$ cat config.mk
export PLATFORM = sky130hd
export DESIGN_NAME = rof_relay_select
export DESIGN_NICKNAME = d
export VERILOG_FILES = /design/src/logic/rof_pkg.sv /design/src/logic/rof_limit_cmp.sv /design/src/logic/rof_relay_select.sv
export SDC_FILE = /design/constraint.sdc
export NUM_CORES = 2
export LEC_CHECK = 0
export BUFFER_PORTS_ARGS = -buffer_cell sky130_fd_sc_hd__buf_2
export CAP_MARGIN = 15
export CORE_MARGIN = 5
export CORE_UTILIZATION = 60
export CTS_CLUSTER_DIAMETER = 40
export DETAILED_ROUTE_END_ITERATION = 8
export GPL_ROUTABILITY_DRIVEN = 1
export GPL_TIMING_DRIVEN = 1
export PLACE_DENSITY = 0.77
export SLEW_MARGIN = 20
export SYNTH_ARGS = -nofsm -noshare
export SYNTH_HDL_FRONTEND = slang
export SYNTH_SLANG_ARGS = --single-unit
$ cat constraint.sdc
create_clock -name ref_clk -period 64.6 [get_ports ref_clk]
set_input_delay 16.15 -clock ref_clk [delete_from_list [all_inputs] [get_ports ref_clk]]
set_output_delay 16.15 -clock ref_clk [all_outputs]
set_load 0.03 [all_outputs]
$ cat src/logic/rof_pkg.sv
// constants for the relay output function selector
package rof_pkg;
   // register byte offsets
   localparam logic [7:0] ROF_OFS_FUNC_SEL = 8'h00;
   localparam logic [7:0] ROF_OFS_SCALING = 8'h04;
   localparam logic [7:0] ROF_OFS_FORCE = 8'h08;
   localparam logic [7:0] ROF_OFS_MOTOR_CURRENT = 8'h0c;
   localparam logic [7:0] ROF_OFS_MOTOR_FREQ = 8'h10;
   localparam logic [7:0] ROF_OFS_TORQUE_NOM = 8'h14;
   localparam logic [7:0] ROF_OFS_TORQUE_LIMIT = 8'h18;
   localparam logic [7:0] ROF_OFS_STATUS = 8'h1c;
   // values after reset
   localparam logic [5:0] ROF_RST_FUNC_SEL = 6'h01;
   localparam logic [15:0] ROF_RST_SCALING = 16'h0064;
   localparam logic [15:0] ROF_RST_MOTOR_CURRENT = 16'h03e8;
   localparam logic [15:0] ROF_RST_MOTOR_FREQ = 16'h01f4;
   localparam logic [15:0] ROF_RST_TORQUE_NOM = 16'h03e8;
   localparam logic [15:0] ROF_RST_TORQUE_LIMIT = 16'h03e8;
   // selector codes
   localparam logic [5:0] ROF_FN_NONE = 6'h00;
   localparam logic [5:0] ROF_FN_BRAKE = 6'h01;
   localparam logic [5:0] ROF_FN_RUNNING = 6'h02;
   localparam logic [5:0] ROF_FN_CURRENT = 6'h03;
   localparam logic [5:0] ROF_FN_TORQUE = 6'h04;
   localparam logic [5:0] ROF_FN_FREQ = 6'h05;
   localparam logic [5:0] ROF_FN_TLIM_WARN = 6'h0b;
   localparam logic [5:0] ROF_FN_FORCE = 6'h0c;
   localparam logic [5:0] ROF_FN_TLIM_GEN = 6'h0d;
   localparam logic [5:0] ROF_FN_BUS_BIT0 = 6'h1e;
   localparam logic [5:0] ROF_FN_BUS_BIT7 = 6'h25;
   localparam logic [5:0] ROF_FN_BUS_OUT = 6'h26;
   // scaling and hysteresis in percent
   localparam logic [8:0] ROF_SCALE_MIN_PCT = 9'h014;
   localparam logic [8:0] ROF_SCALE_MAX_PCT = 9'h190;
   localparam logic [24:0] ROF_PCT_FULL = 25'h0000064;
   localparam logic [21:0] ROF_HYST_PCT = 22'h00000a;
   localparam logic [21:0] ROF_HYST_FULL = 22'h000064;
endpackage

$ cat src/logic/rof_limit_cmp.sv
// limit comparator with fixed 10 percent switching hysteresis
module rof_limit_cmp
   import rof_pkg::*;
#(
   parameter int VW = 18
)
(
   // clock and reset
   input wire logic ref_clk,
   input wire logic rst,
   // compare
   input wire logic [VW-1:0] value,
   input wire logic [VW-1:0] limit,
   output logic active
);

   typedef struct packed
   {
      logic act;
   } rof_cmp_t;

   rof_cmp_t st_r;
   rof_cmp_t st_nxt;
   logic [VW-1:0] lower;
   logic [VW+3:0] hyst_w;

   assign hyst_w = ((VW+4)'(limit) * (VW+4)'(ROF_HYST_PCT)) / (VW+4)'(ROF_HYST_FULL);
   assign lower = limit - hyst_w[VW-1:0];

   always_comb
   begin
      st_nxt = st_r;
      // set at limit, clear below lower
      if (value >= limit)
      begin
         st_nxt.act = 1'b1;
      end
      else if (value < lower)
      begin
         st_nxt.act = 1'b0;
      end
   end

   always_ff @(posedge ref_clk)
   begin
      if (rst)
      begin
         st_r <= '0;
      end
      else
      begin
         st_r <= st_nxt;
      end
   end

   assign active = st_r.act;
endmodule

$ cat src/logic/rof_relay_select.sv
// relay output function selector with apb register file
module rof_relay_select
   import rof_pkg::*;
(
   // clock and reset
   input wire logic ref_clk,
   input wire logic rst,
   // apb slave
   input wire logic psel,
   input wire logic penable,
   input wire logic pwrite,
   input wire logic [7:0] paddr,
   input wire logic [31:0] pwdata,
   output logic [31:0] prdata,
   output logic pready,
   output logic pslverr,
   // drive state from the control core
   input wire logic brake_release,
   input wire logic inverter_running,
   input wire logic generator_range,
   input wire logic vector_current_control,
   input wire logic [15:0] output_current,
   input wire logic [15:0] torque_current,
   input wire logic [15:0] output_frequency,
   input wire logic [7:0] bus_in_bits,
   input wire logic bus_out_bit,
   // relay
   output logic relay_contact
);

   typedef struct packed
   {
      logic [5:0] relay_one_function_select;
      logic [15:0] relay_one_limit_scaling;
      logic relay_force_setting;
      logic [15:0] motor_rated_current;
      logic [15:0] motor_nominal_frequency;
      logic [15:0] torque_nominal_current;
      logic [15:0] torque_current_limit_setting;
      logic contact;
      logic [31:0] rdata;
      logic ready;
      logic slverr;
   } rof_regs_t;

   rof_regs_t st_r;
   rof_regs_t st_nxt;

   ////////////////////////////////////////////////////////////////////////////
   // scaling and limits

   logic scale_neg;
   logic [15:0] scale_abs;
   logic [8:0] scale_pct;
   logic [17:0] lim_current;
   logic [17:0] lim_torque;
   logic [17:0] lim_freq;
   logic [17:0] lim_tlim;
   logic on_current;
   logic on_torque;
   logic on_freq;
   logic on_tlim;

   function automatic logic [17:0] scale_limit(input logic [15:0] base, input logic [8:0] pct);
      logic [24:0] prod;
      prod = 25'(base) * 25'(pct);
      scale_limit = 18'(prod / ROF_PCT_FULL);
   endfunction

   assign scale_neg = st_r.relay_one_limit_scaling[15];
   assign scale_abs = scale_neg ? 16'(-st_r.relay_one_limit_scaling) : st_r.relay_one_limit_scaling;

   always_comb
   begin
      if (scale_abs < 16'(ROF_SCALE_MIN_PCT))
      begin
         scale_pct = ROF_SCALE_MIN_PCT;
      end
      else if (scale_abs > 16'(ROF_SCALE_MAX_PCT))
      begin
         scale_pct = ROF_SCALE_MAX_PCT;
      end
      else
      begin
         scale_pct = scale_abs[8:0];
      end
   end

   assign lim_current = scale_limit(st_r.motor_rated_current, scale_pct);
   // torque limit from nominal torque current
   assign lim_torque = scale_limit(st_r.torque_nominal_current, scale_pct);
   assign lim_freq = scale_limit(st_r.motor_nominal_frequency, scale_pct);
   // threshold straight from the limit setting
   assign lim_tlim = 18'(st_r.torque_current_limit_setting);

   // one hysteresis comparator per limit, torque current feeds two
   rof_limit_cmp #(.VW(18)) u_cmp_current (
      .ref_clk(ref_clk),
      .rst(rst),
      .value(18'(output_current)),
      .limit(lim_current),
      .active(on_current)
   );

   rof_limit_cmp #(.VW(18)) u_cmp_torque (
      .ref_clk(ref_clk),
      .rst(rst),
      .value(18'(torque_current)),
      .limit(lim_torque),
      .active(on_torque)
   );

   rof_limit_cmp #(.VW(18)) u_cmp_freq (
      .ref_clk(ref_clk),
      .rst(rst),
      .value(18'(output_frequency)),
      .limit(lim_freq),
      .active(on_freq)
   );

   rof_limit_cmp #(.VW(18)) u_cmp_tlim (
      .ref_clk(ref_clk),
      .rst(rst),
      .value(18'(torque_current)),
      .limit(lim_tlim),
      .active(on_tlim)
   );

   ////////////////////////////////////////////////////////////////////////////
   // contact selection

   logic contact_sel;
   logic [5:0] sel;

   assign sel = st_r.relay_one_function_select;

   always_comb
   begin
      contact_sel = 1'b0;
      case (sel)
         ROF_FN_NONE: contact_sel = 1'b0;
         ROF_FN_BRAKE: contact_sel = brake_release;
         ROF_FN_RUNNING: contact_sel = inverter_running;
         ROF_FN_CURRENT: contact_sel = on_current ^ scale_neg;
         ROF_FN_TORQUE: contact_sel = on_torque ^ scale_neg;
         ROF_FN_FREQ: contact_sel = on_freq ^ scale_neg;
         // inverted sense, sign flips it back
         ROF_FN_TLIM_WARN: contact_sel = scale_neg ? on_tlim : !on_tlim;
         ROF_FN_FORCE: contact_sel = st_r.relay_force_setting;
         ROF_FN_TLIM_GEN: contact_sel = on_tlim & generator_range & vector_current_control;
         ROF_FN_BUS_OUT: contact_sel = bus_out_bit;
         default:
         begin
            if (sel >= ROF_FN_BUS_BIT0 && sel <= ROF_FN_BUS_BIT7)
            begin
               contact_sel = bus_in_bits[3'(sel - ROF_FN_BUS_BIT0)];
            end
         end
      endcase
   end

   ////////////////////////////////////////////////////////////////////////////
   // apb register file and state

   logic access;
   logic addr_ok;
   logic [31:0] rd_mux;

   // answer one cycle into the access phase
   assign access = psel && penable && !st_r.ready;

   always_comb
   begin
      addr_ok = 1'b1;
      rd_mux = 32'h00000000;
      case (paddr)
         ROF_OFS_FUNC_SEL: rd_mux = 32'(st_r.relay_one_function_select);
         ROF_OFS_SCALING: rd_mux = 32'(st_r.relay_one_limit_scaling);
         ROF_OFS_FORCE: rd_mux = 32'(st_r.relay_force_setting);
         ROF_OFS_MOTOR_CURRENT: rd_mux = 32'(st_r.motor_rated_current);
         ROF_OFS_MOTOR_FREQ: rd_mux = 32'(st_r.motor_nominal_frequency);
         ROF_OFS_TORQUE_NOM: rd_mux = 32'(st_r.torque_nominal_current);
         ROF_OFS_TORQUE_LIMIT: rd_mux = 32'(st_r.torque_current_limit_setting);
         ROF_OFS_STATUS: rd_mux = {27'h0000000, on_tlim, on_freq, on_torque, on_current, st_r.contact};
         default: addr_ok = 1'b0;
      endcase
   end

   always_comb
   begin
      st_nxt = st_r;
      st_nxt.contact = contact_sel;
      st_nxt.ready = access;
      st_nxt.slverr = access && !addr_ok;
      st_nxt.rdata = (access && !pwrite) ? rd_mux : 32'h00000000;
      if (access && pwrite)
      begin
         case (paddr)
            ROF_OFS_FUNC_SEL: st_nxt.relay_one_function_select = pwdata[5:0];
            ROF_OFS_SCALING: st_nxt.relay_one_limit_scaling = pwdata[15:0];
            ROF_OFS_FORCE: st_nxt.relay_force_setting = pwdata[0];
            ROF_OFS_MOTOR_CURRENT: st_nxt.motor_rated_current = pwdata[15:0];
            ROF_OFS_MOTOR_FREQ: st_nxt.motor_nominal_frequency = pwdata[15:0];
            ROF_OFS_TORQUE_NOM: st_nxt.torque_nominal_current = pwdata[15:0];
            ROF_OFS_TORQUE_LIMIT: st_nxt.torque_current_limit_setting = pwdata[15:0];
            default: st_nxt.relay_force_setting = st_r.relay_force_setting;
         endcase
      end
   end

   always_ff @(posedge ref_clk)
   begin
      if (rst)
      begin
         st_r <= '0;
         st_r.relay_one_function_select <= ROF_RST_FUNC_SEL;
         st_r.relay_one_limit_scaling <= ROF_RST_SCALING;
         st_r.motor_rated_current <= ROF_RST_MOTOR_CURRENT;
         st_r.motor_nominal_frequency <= ROF_RST_MOTOR_FREQ;
         st_r.torque_nominal_current <= ROF_RST_TORQUE_NOM;
         st_r.torque_current_limit_setting <= ROF_RST_TORQUE_LIMIT;
      end
      else
      begin
         st_r <= st_nxt;
      end
   end

   assign prdata = st_r.rdata;
   assign pready = st_r.ready;
   assign pslverr = st_r.slverr;
   assign relay_contact = st_r.contact;
endmodule

==> impl_metrics.toml <==
[clock_network]
clock_sinks = 110
cts_setup_buffers = 0
post_cts_resized = 0
cts_tree = "built"
clkLatencyLatePin_ns = 0.38
hold_buffers = 0
cts-root-buf = "clkbuf_16"
cts_buffers = 9
cts_max_path_buffers = 2
clkSlewWorstSetupHoldPaths_ns = 0.10
htreeDepth = 3

[setup_path]
slowest_delay_ns = 0.75
timing.reg2reg.worst_path_depth = 149
cp-end-kind = "flip-flop"
crit_path_frequent_cell = "a21oi_1"
cp-start-kind = "flip-flop"
required_ns = 64.84
path_max_fanout = 32
critical-path-slowest-cell = "xor2_1"
path_class = "reg -> reg"
cp.arrival_ns = 38.79

[synth]
synth_area_leaders = "fa_1 12%, ha_1 11%, nand2_1 5.3%"
yosys.area.top_type = "fa_1"
yosysSeqAreaShare_pct = 4.25
ys.flop_type = "dfxtp_1"
synth_top_area_share_pct = 11.8
synth.ff_latch_count = 110
synth_area_um2 = 51800
synth_cell_types = 175
synth_common_cells = "735 x nand2_1, 530 x inv_1, 495 x a21oi_1, 467 x nor2_1, 446 x ha_1"
postSynthAreaPerCell_um2 = 7.35
synth_most_common_cell = "nand2_1"
ys_warn_count = 0
syn_inst = 7049
synth_edf_count = 0
synthArstFlopShare_pct = 0

[place]
port_buffers = 108
dpl_cell_area_um2 = 52400
routabilityCongestion = 0.950
dp.final_hpwl_um = 113000

[timing]
period_share_pct = 59.7
worst_pin_slew_ns = 1.10
finClkSkew_ns = 0.0210
hold_viol_final = 0
min_period_ns = 38.55
slew_headroom_pct = 26.5
fmax_ghz = 0.0259
setup_viol = 0
fin_tns_setup_ns = 0
finalMaxSlewViolations = 0
rsz0062_at_grt = "no"

[global_routing]
grt_pass1_vias = 50300
grt-ovfl-total = 0
grt_util_all_layers_pct = 29.3
antenna_found_initial = 6
grt_max_degree = 94
grt_pass1_wl_um = 240000

[finish]
area_delta_synth_final_pct = 1.85
fin_area_um2 = 52700
fin_nets = 7748
drive_above_1_share_pct = 7.95

[drt]
ant_nets = 0
wl_per_cell_um = 17.8
via_per_inst = 6.64
first_pass_iters = 9
drt_first_iter_violations = 5264
vias = 53400
drc = 1
wl_um = 143000

[hold_path]
worstHoldPathType = "reg -> reg"
worstHoldPathCells = 2

[job]
cap_violations = 0

[floorplanning]
rows = 107
initial_core_util_pct = 60.6
placeableCoreArea_um2 = 85400
die_x_um = 304
boundaryPins = 141
die_y_um = 304
dieArea_um2 = 92300

[outcome]
status = "finished, violations left"
violations = "DRC"
[through the flow]
stage	std cells	hold slack [ns]	setup slack (ns)	utilization [%]
finish	8046	0.504	26.05	61.8
global route	8045	0.540	22.83	61.7
CTS	8040	0.496	26.52	61.7
detailed placement	8024	0.483	26.66	61.4
global placement	8024	0.473	27.25	61.4
floorplan	7064	0.431	32.67	-
[cell usage in the layout, fill, tap and decap left out, drive strengths merged, types with 56 or more instances in the layout]
cell,instances
a211oi,119
a21o,127
a21oi,508
a31oi,99
and2,331
and3,73
buf,134
dfxtp,110
fa,305
ha,446
inv,550
mux2i,98
nand2,742
nand2b,109
nand3,192
nor2,477
nor2b,68
nor3,181
nor4,57
o211ai,128
o21a,83
o21ai,424
o31ai,75
or2,63
or3,56
xnor2,222
xor2,101
[critical path, delay by kind of cell (launching register included)]
family                   cells  cell delay (ns)
AND/OR/NAND/NOR             37             7.02
flip-flops                   1             0.40
adder cells (fa/ha/maj)     13             4.44
XOR/XNOR                     8             2.56
multiplexers                 5             2.23
buffers and inverters       11             1.36
AO/OA/AOI/OAI               75            20.31
[final timing paths]
path	from	end	slack, ns
min reg2reg	st_r[113]	st_r[113]	0.50
max	st_r[101]	u_cmp_torque.active	26.05
min	st_r[113]	st_r[113]	0.50
max reg2reg	st_r[101]	u_cmp_torque.active	26.05
[registers in the layout (all words and copies together) (netlist names), 6 cells and up]
register	cells
st_r	64
lim_tlim	16
prdata	16
sel	6
[cells by family after synthesis]
kind of cell    after synthesis  share of synthesized area [%]
simple gates               2513                           24.5
flops                       110                           4.25
other cells                   1                        0.00724
xor+xnor                    323                           5.62
mux                         138                           2.90
buf+inv                     866                           7.07
fa+ha+maj                   777                           23.1
compound gates             2321                           32.6
[area by class of cell]
| type | instances | area [um2] |
|---|---|---|
| antenna | 6 | 15.0 |
| clock buffer | 9 | 225 |
| clock inverter | 7 | 70.1 |
| fill | 7890 | 32700 |
| inverter | 548 | 2060 |
| multi-input combinational | 6088 | 46000 |
| sequential | 110 | 2200 |
| tap | 1144 | 1430 |
| timing repair buffer | 134 | 736 |
[metal layers]
| layer | up-vias | GRT usage, % | wire [um] |
|---|---|---|---|
| met5 | - | 0 | 12 |
| met4 | 2 | 8.25 | 4180 |
| met3 | 291 | 3.86 | 10500 |
| met2 | 2156 | 49.3 | 65600 |
| met1 | 25500 | 39.6 | 62700 |
| li1 | 25500 | - | - |
Power is left out: the tool's default activity adds up to more than one toggle a clock period on the data nets, which glitch-free logic cannot reach.
